`config.mk`:
```
export PLATFORM = sky130hd
export DESIGN_NAME = nvmcd_top
export DESIGN_NICKNAME = d
export VERILOG_FILES = /design/src/hdl/nvmcd_pkg.sv /design/src/hdl/nvmcd_clk_if.sv /design/src/hdl/nvmcd_fclk_div.sv /design/src/hdl/nvmcd_top.sv
export SDC_FILE = /design/constraint.sdc
export NUM_CORES = 1
export LEC_CHECK = 0
export ABC_CLOCK_PERIOD_IN_PS = 7600
export CAP_MARGIN = 25
export CORE_ASPECT_RATIO = 0.75
export CORE_MARGIN = 5
export CORE_UTILIZATION = 42
export DETAILED_ROUTE_END_ITERATION = 6
export DONT_BUFFER_PORTS = 1
export SLEW_MARGIN = 10
export SYNTH_ARGS = -nofsm -noshare
export SYNTH_HDL_FRONTEND = slang
export SYNTH_SLANG_ARGS = --single-unit
export TNS_END_PERCENT = 100
```
`constraint.sdc`:
```
create_clock -name pclk -period 7.6 [get_ports pclk]
set_input_delay 1.52 -clock pclk [delete_from_list [all_inputs] [get_ports pclk]]
set_output_delay 1.52 -clock pclk [all_outputs]
set_load 0.1 [all_outputs]
```
`src/hdl/nvmcd_pkg.sv`:
```
// Constants and types for the nonvolatile clock divider and EEPROM paging block
package nvmcd_pkg;

  // APB register byte offsets
  localparam logic [11:0] OFF_CLKDIV = 12'h000;
  localparam logic [11:0] OFF_CONFIG = 12'h004;
  localparam logic [11:0] OFF_OPTIONS = 12'h008;
  localparam logic [11:0] OFF_COMMAND = 12'h00C;
  localparam logic [11:0] OFF_STATUS = 12'h010;
  localparam logic [11:0] OFF_WIN_BASE = 12'h100;
  localparam logic [11:0] OFF_WIN_LAST = 12'h17C;

  // EEPROM geometry: 64 bytes physical, 32 visible
  localparam int PHYS_W = 6;
  localparam int FG_W = 5;
  localparam int EE_BYTES = 64;
  localparam int SECTOR_BYTES = 8;
  localparam logic [7:0] ERASED_BYTE = 8'hFF;

  // Clock divider register fields
  localparam int CD_LOAD_BIT = 7;
  localparam int CD_PRESCALE_BIT = 6;
  localparam int CD_RATIO_MSB = 5;
  localparam logic [6:0] CD_RESET = 7'h00;

  // Config, options and status fields
  localparam int CFG_PAGE_BIT = 6;
  localparam int OPT_SECTOR_BIT = 5;
  localparam logic [7:0] OPT_RESET = 8'h00;
  localparam int ST_BUSY_BIT = 0;
  localparam int ST_ERR_BIT = 1;
  localparam int ST_LOAD_BIT = 7;

  // Command register fields
  localparam int CMD_DATA_MSB = 7;
  localparam int CMD_ADDR_LSB = 8;
  localparam int CMD_ADDR_MSB = 12;
  localparam int CMD_OP_LSB = 16;
  localparam int CMD_OP_MSB = 17;
  localparam logic [1:0] OP_PROGRAM = 2'h1;
  localparam logic [1:0] OP_ERASE = 2'h2;

  // Timing pulses per operation and prescaler
  localparam logic [3:0] PROGRAM_PULSES = 4'h2;
  localparam logic [3:0] ERASE_PULSES = 4'h4;
  localparam logic [2:0] PRESCALE_LAST = 3'h7;

  typedef enum logic [1:0] {
    NVMCD_IDLE = 2'b00,
    NVMCD_RUN = 2'b01,
    NVMCD_COMMIT = 2'b10
  } nvmcd_state_type;

endpackage

```
`src/hdl/nvmcd_clk_if.sv`:
```
// Link between the controller and the timing clock divider
`timescale 1ns/1ps
interface nvmcd_clk_if;
  logic prescale_by_eight;
  logic [5:0] ratio;
  logic run;
  logic tick;
  modport ctrl (output prescale_by_eight, output ratio, output run, input tick);
  modport div (input prescale_by_eight, input ratio, input run, output tick);
endinterface

```
`src/hdl/nvmcd_fclk_div.sv`:
```
// Program/erase timing clock divider
`timescale 1ns/1ps
module nvmcd_fclk_div
  import nvmcd_pkg::*;
(
  // Clock and reset
  input wire logic pclk,
  input wire logic presetn,
  // Controller link
  nvmcd_clk_if.div link
);

  logic [2:0] pre_cnt_reg;
  logic [5:0] div_cnt_reg;
  logic tick_reg;
  logic pre_tick;

  // Bus clock or bus clock over eight feeds the ratio counter
  assign pre_tick = link.prescale_by_eight ? (pre_cnt_reg == PRESCALE_LAST) : 1'b1;

  always_ff @(posedge pclk or negedge presetn) begin
    if (!presetn) begin
      pre_cnt_reg <= 3'h0;
    end else if (!link.run) begin
      pre_cnt_reg <= 3'h0;
    end else begin
      pre_cnt_reg <= pre_cnt_reg + 3'h1;
    end
  end

  // Stopped between operations so every run starts on a whole pulse
  always_ff @(posedge pclk or negedge presetn) begin
    if (!presetn) begin
      div_cnt_reg <= 6'h00;
      tick_reg <= 1'b0;
    end else if (!link.run) begin
      div_cnt_reg <= 6'h00;
      tick_reg <= 1'b0;
    end else if (pre_tick) begin
      if (div_cnt_reg == link.ratio) begin
        div_cnt_reg <= 6'h00;
        tick_reg <= 1'b1;
      end else begin
        div_cnt_reg <= div_cnt_reg + 6'h01;
        tick_reg <= 1'b0;
      end
    end else begin
      tick_reg <= 1'b0;
    end
  end

  assign link.tick = tick_reg;

endmodule

```
`src/hdl/nvmcd_top.sv`:
```
// APB register block with write-once clock divider and paged EEPROM
//
// Decided for this implementation: the register offsets and register access over APB.
`timescale 1ns/1ps

// Functional notes
// - Only the foreground EEPROM half is reachable; background half is hidden.
// - Sector mapping is 4-byte or 8-byte, chosen by the options sector bit.
// - Sector mode 0 splits each sector four bytes per page, same addresses.
// - In 4-byte mode a sector erase clears all eight bytes, both pages.
// - Sector mode 1 keeps whole sectors in one page; page select hides others.
// - In 8-byte mode erase clears only the addressed foreground sector.
// - Divider bit 7 is read-only load flag; first write after reset sets it.
// - Divider bits 6:0 readable always, writable once per reset.
// - Erase and program are blocked until the load flag is set.
// - Prescale bit 6 feeds bus clock or bus clock divided by eight.
// - Memory clock is divider input over ratio field plus one.
// - Pulses last one memory clock; operations use whole pulse counts.
// - Options register loads from the option image once, at the first edge after reset release.
// - Config bit 6 page select: 0 shows page 0, 1 shows page 1.
// - Options bit 5 sector mode: 0 splits sectors, 1 keeps them whole.
module nvmcd_top
  import nvmcd_pkg::*;
(
  // Clock and reset
  input wire logic pclk,
  input wire logic presetn,
  // APB slave
  input wire logic psel,
  input wire logic penable,
  input wire logic pwrite,
  input wire logic [11:0] paddr,
  input wire logic [31:0] pwdata,
  output logic [31:0] prdata,
  output logic pready,
  output logic pslverr,
  // Nonvolatile option image, static from the array
  input wire logic [7:0] nv_option_image,
  // Status to the rest of the controller
  output logic prog_erase_enable,
  output logic nvm_busy
);

  nvmcd_clk_if clk_link ();

  nvmcd_fclk_div u_div (
    .pclk(pclk),
    .presetn(presetn),
    .link(clk_link)
  );

  // Register state
  logic load_done_flag;
  logic [6:0] nvm_clock_divider_reg;
  logic eeprom_page_select;
  logic [7:0] nvm_options_reg;
  logic options_captured_reg;
  logic err_reg;
  logic busy_reg;
  logic [31:0] prdata_reg;
  logic pready_reg;
  logic pslverr_reg;
  nvmcd_state_type state_reg;
  nvmcd_state_type state_next;
  logic [1:0] op_reg;
  logic [PHYS_W-1:0] op_addr_reg;
  logic [7:0] op_data_reg;
  logic [3:0] pulse_cnt_reg;
  logic [3:0] pulse_target;
  logic [7:0] ee_mem [EE_BYTES];

  // Decode
  logic eeprom_sector_mode;
  logic setup_phase;
  logic wr_take;
  logic in_window;
  logic [FG_W-1:0] win_addr;
  logic [PHYS_W-1:0] win_phys;
  logic [PHYS_W-1:0] cmd_phys;
  logic cmd_write;
  logic cmd_ok;
  logic cmd_refused;
  logic [1:0] cmd_op;
  logic [FG_W-1:0] cmd_addr;
  logic wr_clkdiv;
  logic wr_config;
  logic wr_status;
  logic [31:0] rd_word;
  logic rd_err;
  logic [EE_BYTES-1:0] erase_hit;

  assign eeprom_sector_mode = nvm_options_reg[OPT_SECTOR_BIT];
  assign setup_phase = psel & ~penable;
  assign wr_take = psel & penable & pready_reg & pwrite;
  assign in_window = (paddr >= OFF_WIN_BASE) && (paddr <= OFF_WIN_LAST) && (paddr[1:0] == 2'h0);
  assign win_addr = paddr[FG_W+1:2];

  // One strobe per writable register, all taken at the access edge
  assign wr_clkdiv = wr_take && (paddr == OFF_CLKDIV);
  assign wr_config = wr_take && (paddr == OFF_CONFIG);
  assign wr_status = wr_take && (paddr == OFF_STATUS);

  // Foreground address to physical byte; page picks the visible half
  function automatic logic [PHYS_W-1:0] map_phys(input logic [FG_W-1:0] a,
                                                 input logic page,
                                                 input logic mode);
    logic [PHYS_W-1:0] p;
    p = {page, a};
    if (mode) begin
      p = {page, a};
    end else begin
      p = {a[FG_W-1:2], page, a[1:0]};
    end
    return p;
  endfunction

  assign win_phys = map_phys(win_addr, eeprom_page_select, eeprom_sector_mode);
  assign cmd_addr = pwdata[CMD_ADDR_MSB:CMD_ADDR_LSB];
  assign cmd_phys = map_phys(cmd_addr, eeprom_page_select, eeprom_sector_mode);

  assign cmd_op = pwdata[CMD_OP_MSB:CMD_OP_LSB];
  assign cmd_write = wr_take && (paddr == OFF_COMMAND);
  // Unknown opcodes, busy or unloaded divider all refuse the command
  assign cmd_ok = cmd_write && load_done_flag && !busy_reg
                  && ((cmd_op == OP_PROGRAM) || (cmd_op == OP_ERASE));
  assign cmd_refused = cmd_write && !cmd_ok;

  // APB answer: data and error are prepared in the setup cycle
  always_ff @(posedge pclk or negedge presetn) begin
    if (!presetn) begin
      pready_reg <= 1'b0;
    end else begin
      pready_reg <= setup_phase;
    end
  end

  // Read word decoded combinationally, registered in the setup cycle
  always_comb begin
    rd_word = 32'h0000_0000;
    rd_err = 1'b0;
    if (paddr == OFF_CLKDIV) begin
      rd_word[CD_LOAD_BIT] = load_done_flag;
      rd_word[CD_PRESCALE_BIT:0] = nvm_clock_divider_reg;
    end else if (paddr == OFF_CONFIG) begin
      rd_word[CFG_PAGE_BIT] = eeprom_page_select;
    end else if (paddr == OFF_OPTIONS) begin
      rd_word = {24'h00_0000, nvm_options_reg};
      rd_err = pwrite;
    end else if (paddr == OFF_COMMAND) begin
      rd_word[CMD_OP_MSB:CMD_OP_LSB] = op_reg;
      rd_word[CMD_ADDR_MSB:CMD_ADDR_LSB] = op_addr_reg[FG_W-1:0];
      rd_word[CMD_DATA_MSB:0] = op_data_reg;
    end else if (paddr == OFF_STATUS) begin
      rd_word[ST_BUSY_BIT] = busy_reg;
      rd_word[ST_ERR_BIT] = err_reg;
      rd_word[ST_LOAD_BIT] = load_done_flag;
    end else if (in_window) begin
      // Window is read-only; programming goes through the command register
      rd_word = {24'h00_0000, ee_mem[win_phys]};
      rd_err = pwrite;
    end else begin
      rd_err = 1'b1;
    end
  end

  always_ff @(posedge pclk or negedge presetn) begin
    if (!presetn) begin
      prdata_reg <= 32'h0000_0000;
      pslverr_reg <= 1'b0;
    end else if (setup_phase) begin
      prdata_reg <= rd_word;
      pslverr_reg <= rd_err;
    end
  end

  // Load flag set by any divider write, whatever the data
  always_ff @(posedge pclk or negedge presetn) begin
    if (!presetn) begin
      load_done_flag <= 1'b0;
    end else if (wr_clkdiv) begin
      load_done_flag <= 1'b1;
    end
  end

  // Only the write that sets the flag lands; no error on later ones
  always_ff @(posedge pclk or negedge presetn) begin
    if (!presetn) begin
      nvm_clock_divider_reg <= CD_RESET;
    end else if (wr_clkdiv && !load_done_flag) begin
      nvm_clock_divider_reg <= pwdata[CD_PRESCALE_BIT:0];
    end else if (wr_clkdiv) begin
      nvm_clock_divider_reg <= nvm_clock_divider_reg;
    end
  end

  // Page select
  always_ff @(posedge pclk or negedge presetn) begin
    if (!presetn) begin
      eeprom_page_select <= 1'b0;
    end else if (wr_config) begin
      eeprom_page_select <= pwdata[CFG_PAGE_BIT];
    end
  end

  // Options image taken once at the first edge after reset release
  always_ff @(posedge pclk or negedge presetn) begin
    if (!presetn) begin
      options_captured_reg <= 1'b0;
    end else begin
      options_captured_reg <= 1'b1;
    end
  end

  // Later changes of the image wait for the next reset
  always_ff @(posedge pclk or negedge presetn) begin
    if (!presetn) begin
      nvm_options_reg <= OPT_RESET;
    end else if (!options_captured_reg) begin
      nvm_options_reg <= nv_option_image;
    end
  end

  // Sticky refusal flag; write one to clear, a new refusal wins
  always_ff @(posedge pclk or negedge presetn) begin
    if (!presetn) begin
      err_reg <= 1'b0;
    end else if (cmd_refused) begin
      err_reg <= 1'b1;
    end else if (wr_status && pwdata[ST_ERR_BIT]) begin
      err_reg <= 1'b0;
    end
  end

  // Operation sequencer
  // Unknown opcodes are refused, so only two pulse counts are needed
  always_comb begin
    case (op_reg)
      OP_ERASE: begin
        pulse_target = ERASE_PULSES;
      end
      default: begin
        pulse_target = PROGRAM_PULSES;
      end
    endcase
  end

  always_comb begin
    state_next = state_reg;
    case (state_reg)
      NVMCD_IDLE: begin
        if (cmd_ok) begin
          state_next = NVMCD_RUN;
        end
      end
      NVMCD_RUN: begin
        if (clk_link.tick && (pulse_cnt_reg == pulse_target - 4'h1)) begin
          state_next = NVMCD_COMMIT;
        end
      end
      NVMCD_COMMIT: begin
        state_next = NVMCD_IDLE;
      end
      default: begin
        state_next = NVMCD_IDLE;
      end
    endcase
  end

  always_ff @(posedge pclk or negedge presetn) begin
    if (!presetn) begin
      state_reg <= NVMCD_IDLE;
    end else begin
      state_reg <= state_next;
    end
  end

  // Busy from the accepting edge through the commit cycle
  always_ff @(posedge pclk or negedge presetn) begin
    if (!presetn) begin
      busy_reg <= 1'b0;
    end else begin
      busy_reg <= (state_next != NVMCD_IDLE);
    end
  end

  always_ff @(posedge pclk or negedge presetn) begin
    if (!presetn) begin
      op_reg <= 2'h0;
      op_addr_reg <= '0;
      op_data_reg <= 8'h00;
    end else if (cmd_ok) begin
      op_reg <= cmd_op;
      op_addr_reg <= cmd_phys;
      op_data_reg <= pwdata[CMD_DATA_MSB:0];
    end
  end

  // Whole pulses only: counter starts with the divider from zero
  always_ff @(posedge pclk or negedge presetn) begin
    if (!presetn) begin
      pulse_cnt_reg <= 4'h0;
    end else if (state_reg != NVMCD_RUN) begin
      pulse_cnt_reg <= 4'h0;
    end else if (clk_link.tick) begin
      pulse_cnt_reg <= pulse_cnt_reg + 4'h1;
    end
  end

  assign clk_link.run = (state_reg == NVMCD_RUN);
  assign clk_link.prescale_by_eight = nvm_clock_divider_reg[CD_PRESCALE_BIT];
  assign clk_link.ratio = nvm_clock_divider_reg[CD_RATIO_MSB:0];

  // Sector match per byte: mode 0 sector spans both pages, mode 1 one page
  always_comb begin
    erase_hit = '0;
    for (int i = 0; i < EE_BYTES; i++) begin
      erase_hit[i] = ((i / SECTOR_BYTES) == int'(op_addr_reg / SECTOR_BYTES));
    end
  end

  // Array update; erase clears the aligned eight-byte physical sector
  always_ff @(posedge pclk or negedge presetn) begin
    if (!presetn) begin
      for (int i = 0; i < EE_BYTES; i++) begin
        ee_mem[i] <= ERASED_BYTE;
      end
    end else if (state_reg == NVMCD_COMMIT) begin
      if (op_reg == OP_ERASE) begin
        for (int i = 0; i < EE_BYTES; i++) begin
          if (erase_hit[i]) begin
            ee_mem[i] <= ERASED_BYTE;
          end
        end
      end else begin
        ee_mem[op_addr_reg] <= op_data_reg;
      end
    end
  end

  assign prdata = prdata_reg;
  assign pready = pready_reg;
  assign pslverr = pslverr_reg;
  assign prog_erase_enable = load_done_flag;
  assign nvm_busy = busy_reg;

endmodule

```
Yosys cells after proc, flatten, opt, wreduce, memory -nomap -nowiden
Cells that the tools add are included.
Widths: inputs -> output; s select.
{"block": "word_totals", "elab_cells": 219, "reg_bits": 598}
{"block": "classes", "n_bitwise": 7, "muxes": 59, "add_sub_neg": 4, "eq_ne": 29, "reduce_logical": 33, "order_cmp": 5}
{"operator": "$bwmux 512", "n": 1}
{"operator": "$mux 512", "n": 1}
{"operator": "$mux 32", "n": 6}
{"operator": "$mux 8", "n": 13}
{"operator": "$bmux 8 s6", "n": 1}
{"operator": "$demux 8 s6", "n": 1}
{"operator": "$mux 24", "n": 2}
{"operator": "$mux 6", "n": 6}
{"operator": "$logic_not 32->1", "n": 1}
{"operator": "$mux 25", "n": 1}
{"operator": "$eq 12x4->1 const B", "n": 2}
{"operator": "$ne 2x2->1 const B", "n": 9}
{"operator": "$reduce_and 2->1", "n": 8}
{"operator": "$ge 7x7->1 const B", "n": 2}
{"operator": "$logic_and 1x1->1", "n": 14}
{"operator": "$mux 1", "n": 14}
{"operator": "$mux 14", "n": 1}
{"operator": "$not 6->7", "n": 2}
{"operator": "$mux 13", "n": 1}
{"operator": "$eq 12x3->1 const B", "n": 1}
{"operator": "$eq 12x5->1 const B", "n": 1}
{"operator": "$eq 3x3->1 const A", "n": 4}
{"operator": "$ge 12x9->1 const B", "n": 1}
{"operator": "$le 12x9->1 const B", "n": 1}
{"operator": "25 further kinds", "n": 43}

Depth between registers and ports, before layout
Gate-level depths: netlist of run 1.
{"block": "logic_depth", "depth_word": 16, "mapped_depth": 10, "ltp_nobuf": 7}

Modules after synthesis
Synthesis of run 1 repeated with hierarchy kept, for this count alone.
{"block": "hier_totals", "cells_unflattened": 2459, "hier_area_um2": 26698.1}
{"mod": "nvmcd_top", "instances": 1, "seq_area_each_um2": 14929.3, "area_each_um2": 26142.6, "cells_each": 2410}
{"mod": "nvmcd_fclk_div", "instances": 1, "seq_area_each_um2": 250.2, "area_each_um2": 555.5, "cells_each": 49}

Worst setup path after synthesis of run 1
OpenSTA, ideal clock, no wires.
{"block": "synth_path", "path_type": "in2reg", "start": "in paddr[7]", "end": "reg op_addr_reg[1]", "t_arrival_ns": 3.788, "setup_slack_ns": 3.687, "setup_time_ns": 0.125, "n_path_buf": 2, "cell_stages": 7, "path_cell_list": "or4_1 or3_1 buf_2 or4_4 nor4b_4 buf_6 mux2_2"}
{"block": "synth_via", "elab_chain_cells": 5}
{"element": "start: declaration", "line_no": "nvmcd_top.sv:32", "rtl": "input wire logic [11:0] paddr,"}
{"element": "$eq 12x4->1", "line_no": "nvmcd_top.sv:122", "rtl": "assign cmd_write = wr_take && (paddr == OFF_COMMAND);"}
{"element": "$logic_and 1x1->1", "line_no": "nvmcd_top.sv:122"}
{"element": "$logic_and 1x1->1 (2 in series)", "line_no": "nvmcd_top.sv:124", "rtl": "assign cmd_ok = cmd_write && load_done_flag && !busy_reg"}
{"element": "$logic_and 1x1->1", "line_no": "nvmcd_top.sv:125", "rtl": "&& ((cmd_op == OP_PROGRAM) || (cmd_op == OP_ERASE));"}
{"element": "end signal: assignment", "line_no": "nvmcd_top.sv:293", "rtl": "op_addr_reg <= cmd_phys;"}
{"element": "end: declaration", "line_no": "nvmcd_top.sv:66", "rtl": "logic [PHYS_W-1:0] op_addr_reg;"}
Every way passes these cells.
A chain may end at the register's enable or synchronous reset.

Worst setup path in the final report of run 1
{"block": "layout_path", "start": "reg nvm_options_reg[5]", "end": "reg prdata_reg[1], in the netlist prdata[1]"}
{"block": "layout_via", "elab_chain_cells": 16}
{"element": "start: declaration", "line_no": "nvmcd_top.sv:56", "rtl": "logic [7:0] nvm_options_reg;"}
{"element": "start signal: assignment", "line_no": "nvmcd_top.sv:219", "rtl": "nvm_options_reg <= nv_option_image;"}
{"element": "$mux 6", "line_no": "nvmcd_top.sv:109", "rtl": "if (mode) begin"}
{"element": "$not 6->7 (not written as such)", "line_no": "nvmcd_top.sv:159", "rtl": "rd_word = {24'h00_0000, ee_mem[win_phys]};"}
{"element": "$bmux 8 s6", "line_no": "nvmcd_top.sv:159"}
{"element": "$mux 8 (not written as such) (2 in series)", "line_no": "nvmcd_top.sv:159"}
{"element": "$mux 8", "line_no": "nvmcd_top.sv:157", "rtl": "end else if (in_window) begin"}
{"element": "$mux 32", "line_no": "nvmcd_top.sv:153", "rtl": "end else if (paddr == OFF_STATUS) begin"}
{"element": "$mux 32", "line_no": "nvmcd_top.sv:149", "rtl": "end else if (paddr == OFF_COMMAND) begin"}
{"element": "$mux 32", "line_no": "nvmcd_top.sv:146", "rtl": "end else if (paddr == OFF_OPTIONS) begin"}
{"element": "$mux 32", "line_no": "nvmcd_top.sv:144", "rtl": "end else if (paddr == OFF_CONFIG) begin"}
{"element": "$mux 32", "line_no": "nvmcd_top.sv:141", "rtl": "if (paddr == OFF_CLKDIV) begin"}
{"element": "$mux 2", "line_no": "nvmcd_top.sv:153"}
{"element": "$mux 13", "line_no": "nvmcd_top.sv:149"}
{"element": "$mux 32", "line_no": "nvmcd_top.sv:146"}
{"element": "$mux 6", "line_no": "nvmcd_top.sv:144"}
{"element": "$mux 8", "line_no": "nvmcd_top.sv:141"}
{"element": "end signal: assignment", "line_no": "nvmcd_top.sv:171", "rtl": "prdata_reg <= rd_word;"}
{"element": "end: declaration", "line_no": "nvmcd_top.sv:60", "rtl": "logic [31:0] prdata_reg;"}
Every way passes these cells. The select of a mux whose other input is x is not followed.

==> impl_metrics.env, run 1 <==
export IMPL_run_status="complete, but fails checks"
export IMPL_violations="max-slew violations"
export IMPL_period_share_pct=53.0
export IMPL_gp_congestion=0.880
export IMPL_nFillCells=5629
export IMPL_cts_tree="yes"
export IMPL_yosysSeqAreaShare_pct=57.1
export IMPL_num_vias=18437
export IMPL_required_ps=8110
export IMPL_syn_area_per_cell_um2=10.8
export IMPL_placed_area_mm2=0.0273
export IMPL_io_pins=93
export IMPL_grt_setup_unrepaired="no"
export IMPL_port_buffers=0
export IMPL_fp_dieH_um=228
export IMPL_cp_arrival_ps=4540
export IMPL_seqPwrFrac_pct=49.8
export IMPL_final_common_cell="dfstp_2"
export IMPL_post_cts_resized=0
export IMPL_htree_levels=2
export IMPL_holdWs_ps=443
export IMPL_drt_total_wl_um=72400
export IMPL_grtUsageTotal_pct=20.8
export IMPL_worst_slack_ps=3570
export IMPL_grt_pass1_vias=18229
export IMPL_cts_buffers=55
export IMPL_syn_to_final_growth_pct=10.6
export IMPL_largest_reg_flops=512
export IMPL_fin_nets=2460
export IMPL_design_area_mm2=0.0294
export IMPL_synth_ff_type="dfstp_2"
export IMPL_wl_per_cell_um=22.0
export IMPL_synth_area_mm2=0.0266
export IMPL_cts_path_max_buffers=3
export IMPL_layout_min_cycle_time_ps=4030
export IMPL_crit_type="register to register"
export IMPL_clock_latency_ps=600
export IMPL_hold_viol=0
export IMPL_drc=0
export IMPL_skew_ps=14.4
export IMPL_setup_violations_final=0
export IMPL_p_int_mw=4.93
export IMPL_drive_gt1_share_pct=34.3
export IMPL_num_antenna_cells=0
export IMPL_core_area_mm2=0.0624
export IMPL_detail_route_vias_per_cell=5.60
export IMPL_synth_edf_count=0
export IMPL_std_cell_rows=79
export IMPL_p_sw_mw=1.37
export IMPL_relSlewSlack_pct=-59.8
export IMPL_root_buffer="clkbuf_16"
export IMPL_synth_seq_cells=581
export IMPL_drtIter0Drc=1575
export IMPL_grt_max_degree=582
export IMPL_p_sw_share_pct=21.7
export IMPL_hpwlAfterDp_um=45400
export IMPL_post_place_ws_ps=3190
export IMPL_async_reset_ff_share_pct=100
export IMPL_hold_buffers=0
export IMPL_drv_slew=343
export IMPL_multi_input_area_mm2=0.0107
export IMPL_grt_overflow_total=0
export IMPL_post_cts_buffers=0
export IMPL_dieWidth_um=300
export IMPL_powerDensity_mw_per_mm2=214
export IMPL_dieArea_mm2=0.0685
export IMPL_grt_first_pass_wirelength_um=112000
export IMPL_hp_class="register to register"
export IMPL_layout_area_seq_mm2=0.0152
export IMPL_endpoint_kind="register"
export IMPL_cp_max_fo=41
export IMPL_path_clk_slew_ps=70
export IMPL_syn_instance_count=2464
export IMPL_synth_cell_types=62
export IMPL_p_clk_share_pct=46.9
export IMPL_clock_sinks=581
export IMPL_share_comb_of_total_power_pct=3.3
export IMPL_initial_core_util_pct=42.6
export IMPL_vdd_drop_max_uv=168
export IMPL_start_kind="register"
export IMPL_cap_viol_max_count=0
export IMPL_yosysWarnings=0
export IMPL_fmax_mhz=248
export IMPL_ant_nets=0
export IMPL_mostFrequentLayoutCells="dfstp_2 (512), nand2_1 (342), nor2_1 (331)"
export IMPL_fin_tns_setup_ps=0
export IMPL_antenna_found_initial=0
export IMPL_worst_pin_slew_ps=2400
export IMPL_p_leak_nw=10.8
export IMPL_dr_pass1_iters=5
==> critical path, stage by stage, from the launching register on <==
cell and delay [ps]:
dfrtp_1 990, mux2_4 610, buf_4 650, mux4_2 370, o22ai_1 90, a221oi_1 730, a311oi_1 220, o211ai_1 210
==> per-stage QoR <==
stage	total power [mW]	std cells	util, %
finish	6.30	3294	47.1
global route	6.50	3294	47.1
CTS	6.36	3277	46.9
detailed placement	3.39	3175	43.8
global placement	3.39	3163	43.6
floorplan	3.37	2480	-
==> synth_stat cells, types with 7 or more instances <==
library cell | instances | share of area (%)
nor2_1 | 339 | 4.8
nor4_1 | 11 | 0.26
mux2_2 | 37 | 1.6
a22o_1 | 9 | 0.30
o31ai_1 | 7 | 0.20
o22ai_1 | 9 | 0.21
dfstp_2 | 512 | 51
dfrtp_1 | 69 | 6.5
nand2_1 | 342 | 4.8
a21oi_1 | 272 | 5.1
nand3_1 | 21 | 0.40
a31oi_1 | 10 | 0.24
buf_2 | 15 | 0.28
xnor2_1 | 9 | 0.30
o21ai_0 | 282 | 5.3
nand4_1 | 7 | 0.16
a22oi_1 | 9 | 0.25
mux2i_1 | 40 | 1.5
inv_1 | 7 | 0.099
clkbuf_1 | 153 | 2.2
and3_1 | 9 | 0.21
o211ai_1 | 10 | 0.28
nor2b_1 | 12 | 0.28
mux4_2 | 115 | 9.7
nand2b_1 | 17 | 0.40
buf_4 | 18 | 0.51
buf_1 | 10 | 0.14
nor3_1 | 19 | 0.36
==> routing by layer <==
layer  GRT usage, %  wire length (µm)  share of wire, %  vias up
met4           5.05              1950               2.7        0
li1               -                 -                 -     8467
met5              0                 0                 0        -
met3           5.44              5780               8.0      121
met2           31.1             32400                45      561
met1           30.4             32300                45     9288
==> cell type report <==
class	count	share of cell area, %
inverters	7	0.0894
flip-flops and latches	581	51.7
well taps	850	3.62
multi-input cells	1695	36.4
clock inverters	25	1.12
clock buffers	77	5.49
repair buffers	59	1.64
==> cells by family (layout without fill, tap and decap cells) <==
group / after synthesis / count (layout) / share of synthesized area (%)
and+or+nand+nor: 816 / 816 / 12.8
AOI/OAI and AO/OA: 654 / 654 / 13.4
DFF: 581 / 581 / 57.1
buffers and inverters: 204 / 168 / 3.23
muxes: 192 / 192 / 12.8
xor gates and xnor gates: 11 / 11 / 0.363
adders and majority gates: 4 / 4 / 0.188
other: 2 / 18 / 0.0283
==> worst paths after layout <==
kind	startpoint	end	slack, ps	cells after the start
worst max register to register	nvm_options_reg[5]$_DFFE_PN0N_	prdata[1]$_DFFE_PN0P_	3570	7
worst min-delay path	u_div.pre_cnt_reg[0]$_DFF_PN0_	u_div.pre_cnt_reg[0]$_DFF_PN0_	440	1
worst max-delay path	nvm_options_reg[5]$_DFFE_PN0N_	prdata[1]$_DFFE_PN0P_	3570	7
max in group asynchronous	presetn	op_addr_reg[2]$_DFFE_PN0P_	5090	0
worst min register to register	u_div.pre_cnt_reg[0]$_DFF_PN0_	u_div.pre_cnt_reg[0]$_DFF_PN0_	440	1
min in group asynchronous	presetn	prdata[3]$_DFFE_PN0P_	860	0
==> power by group through the flow <==
| stage | Clock, mW | Sequential (mW) | Combinational [mW] |
|---|---|---|---|
| floorplan | 0 | 3.18 | 0.187 |
| global placement | 0 | 3.19 | 0.199 |
| detailed placement | 0 | 3.19 | 0.200 |
| CTS | 3.01 | 3.14 | 0.200 |
| global route | 3.15 | 3.14 | 0.212 |
| finish | 2.95 | 3.14 | 0.206 |
(Power assumes the default switching activity.)
==> run 2: changes to the inputs <==
--- a/config.mk
+++ b/config.mk
@@ -5,7 +5,7 @@
 export SDC_FILE = /design/constraint.sdc
 export NUM_CORES = 1
 export LEC_CHECK = 0
-export ABC_CLOCK_PERIOD_IN_PS = 7600
+export ABC_CLOCK_PERIOD_IN_PS = 3500
 export CAP_MARGIN = 25
 export CORE_ASPECT_RATIO = 0.75
 export CORE_MARGIN = 5
==> constraint.sdc (replaced) <==
create_clock -name pclk -period 3.5 [get_ports pclk]
set_input_delay 0.7 -clock pclk [delete_from_list [all_inputs] [get_ports pclk]]
set_output_delay 0.7 -clock pclk [all_outputs]
set_load 0.1 [all_outputs]
==> impl_metrics.env, run 2 (synthesized netlist as in run 1, its figures left out) <==
export IMPL_num_vias=18777
export IMPL_skew_ps=16.8
export IMPL_dr_pass1_iters=6
export IMPL_wl_per_cell_um=22.3
export IMPL_core_area_mm2=0.0624
export IMPL_run_status="complete, but fails checks"
export IMPL_clock_latency_ps=600
export IMPL_worst_pin_slew_ps=1580
export IMPL_cts_buffers=55
export IMPL_detail_route_vias_per_cell=5.66
export IMPL_grt_max_degree=514
export IMPL_syn_to_final_growth_pct=11.3
export IMPL_required_ps=3960
export IMPL_clock_sinks=581
export IMPL_setup_violations_final=0
export IMPL_drc=0
export IMPL_path_clk_slew_ps=70
export IMPL_port_buffers=0
export IMPL_r2r_cells=7
export IMPL_cap_viol_max_count=0
export IMPL_post_cts_resized=0
export IMPL_multi_input_area_mm2=0.0107
export IMPL_violations="max-slew violations"
export IMPL_mostFrequentLayoutCells="dfstp_2 (512), nand2_1 (342), nor2_1 (331)"
export IMPL_vdd_drop_max_uv=396
export IMPL_reg2reg_from="nvm_options_reg[5]$_DFFE_PN0N_"
export IMPL_fmax_mhz=341
export IMPL_drive_gt1_share_pct=35.1
export IMPL_drv_slew=123
export IMPL_relSlewSlack_pct=-5.17
export IMPL_fin_util_pct=47.4
export IMPL_root_buffer="clkbuf_16"
export IMPL_grt_overflow_total=0
export IMPL_setup_worst_path_start="nvm_options_reg[5]$_DFFE_PN0N_"
export IMPL_largest_reg_flops=512
export IMPL_start_kind="register"
export IMPL_reg2reg_to="prdata[1]$_DFFE_PN0P_"
export IMPL_cts_path_max_buffers=3
export IMPL_io_pins=93
export IMPL_dieArea_mm2=0.0685
export IMPL_layout_area_seq_mm2=0.0152
export IMPL_p_leak_nw=10.9
export IMPL_antenna_found_initial=0
export IMPL_total_power_mw=13.6
export IMPL_drt_total_wl_um=74100
export IMPL_std_cell_rows=79
export IMPL_layout_min_cycle_time_ps=2930
export IMPL_grtUsageTotal_pct=21.3
export IMPL_hold_viol=0
export IMPL_endpoint_kind="register"
export IMPL_num_antenna_cells=0
export IMPL_cts_tree="yes"
export IMPL_grt_first_pass_wirelength_um=115000
export IMPL_grt_setup_unrepaired="no"
export IMPL_ant_nets=0
export IMPL_dieWidth_um=300
export IMPL_gp_congestion=0.892
export IMPL_crit_type="register to register"
export IMPL_cp_endpoint="prdata[1]$_DFFE_PN0P_"
export IMPL_post_cts_buffers=0
export IMPL_hp_class="input port to async pin"
export IMPL_grt_pass1_vias=18444
export IMPL_r2r_slack_ps=570
export IMPL_fin_nets=2485
export IMPL_initial_core_util_pct=42.6
export IMPL_cp_max_fo=33
export IMPL_htree_levels=2
export IMPL_fp_dieH_um=228
export IMPL_drtIter0Drc=1700
export IMPL_cp_arrival_ps=3390
export IMPL_nFillCells=5638
export IMPL_period_share_pct=83.8
export IMPL_final_common_cell="dfstp_2"
export IMPL_hold_buffers=1
export IMPL_powerDensity_mw_per_mm2=461
export IMPL_fin_tns_setup_ps=0
export IMPL_hpwlAfterDp_um=47700
[run 2: layout make-up]
type | count | share of cell area, %
Timing Repair Buffer | 84 | 2.40
Clock buffer | 76 | 5.36
Inverter | 7 | 0.0888
Clock inverter | 27 | 1.10
Sequential cell | 581 | 51.3
Multi-Input combinational cell | 1695 | 36.1
Tap cell | 850 | 3.60
[run 2: worst min-delay path by stage]
| stage | depth (start not counted) | slack [ps] | to |
|---|---|---|---|
| floorplan | 0 | 400 | eeprom_page_select$_DFFE_PN0P_ |
| detailed placement | 1 | 430 | u_div.pre_cnt_reg[0]$_DFF_PN0_ |
| global placement | 1 | 430 | u_div.pre_cnt_reg[0]$_DFF_PN0_ |
| CTS | 0 | 40 | ee_mem[380]$_DFFE_PN1P_ |
| finish | 0 | 80 | ee_mem[380]$_DFFE_PN1P_ |
| global route | 0 | 30 | ee_mem[373]$_DFFE_PN1P_ |
[run 2: metal layers]
| metal | GRT usage (%) | routed length (µm) | vias up |
|---|---|---|---|
| li1 | - | - | 8540 |
| met1 | 32.7 | 34400 | 9503 |
| met2 | 31.9 | 32900 | 612 |
| met3 | 3.61 | 5100 | 122 |
| met4 | 4.37 | 1690 | 0 |
| met5 | 0 | 0 | - |
[run 2: metrics by stage]
stage / cell area (µm²) / hold slack (ps) / std cells / worst slack [ps]
finish: 29600 / 80.2 / 3320 / 568
global route: 29600 / 34.4 / 3320 / 426
CTS: 29500 / 38.5 / 3315 / 669
detailed placement: 27600 / 431 / 3211 / 448
global placement: 27500 / 429 / 3204 / 469
floorplan: 26600 / 404 / 2480 / 407
[run 2: critical path, cell delays in order, from the launching register on]
cell	delay, ps
dfrtp_1	390
mux2_4	630
buf_4	320
mux2_2	360
o22ai_1	160
a221oi_1	200
a311oi_1	570
o211ai_1	140
[run 2: power by group]
| part | leakage [nW] | total (mW) | internal, mW | switching [mW] |
|---|---|---|---|---|
| Clock | 0.960 | 6.34 | 3.69 | 2.65 |
| Combinational | 3.72 | 0.497 | 0.164 | 0.333 |
| Sequential | 6.21 | 6.81 | 6.76 | 0.0474 |
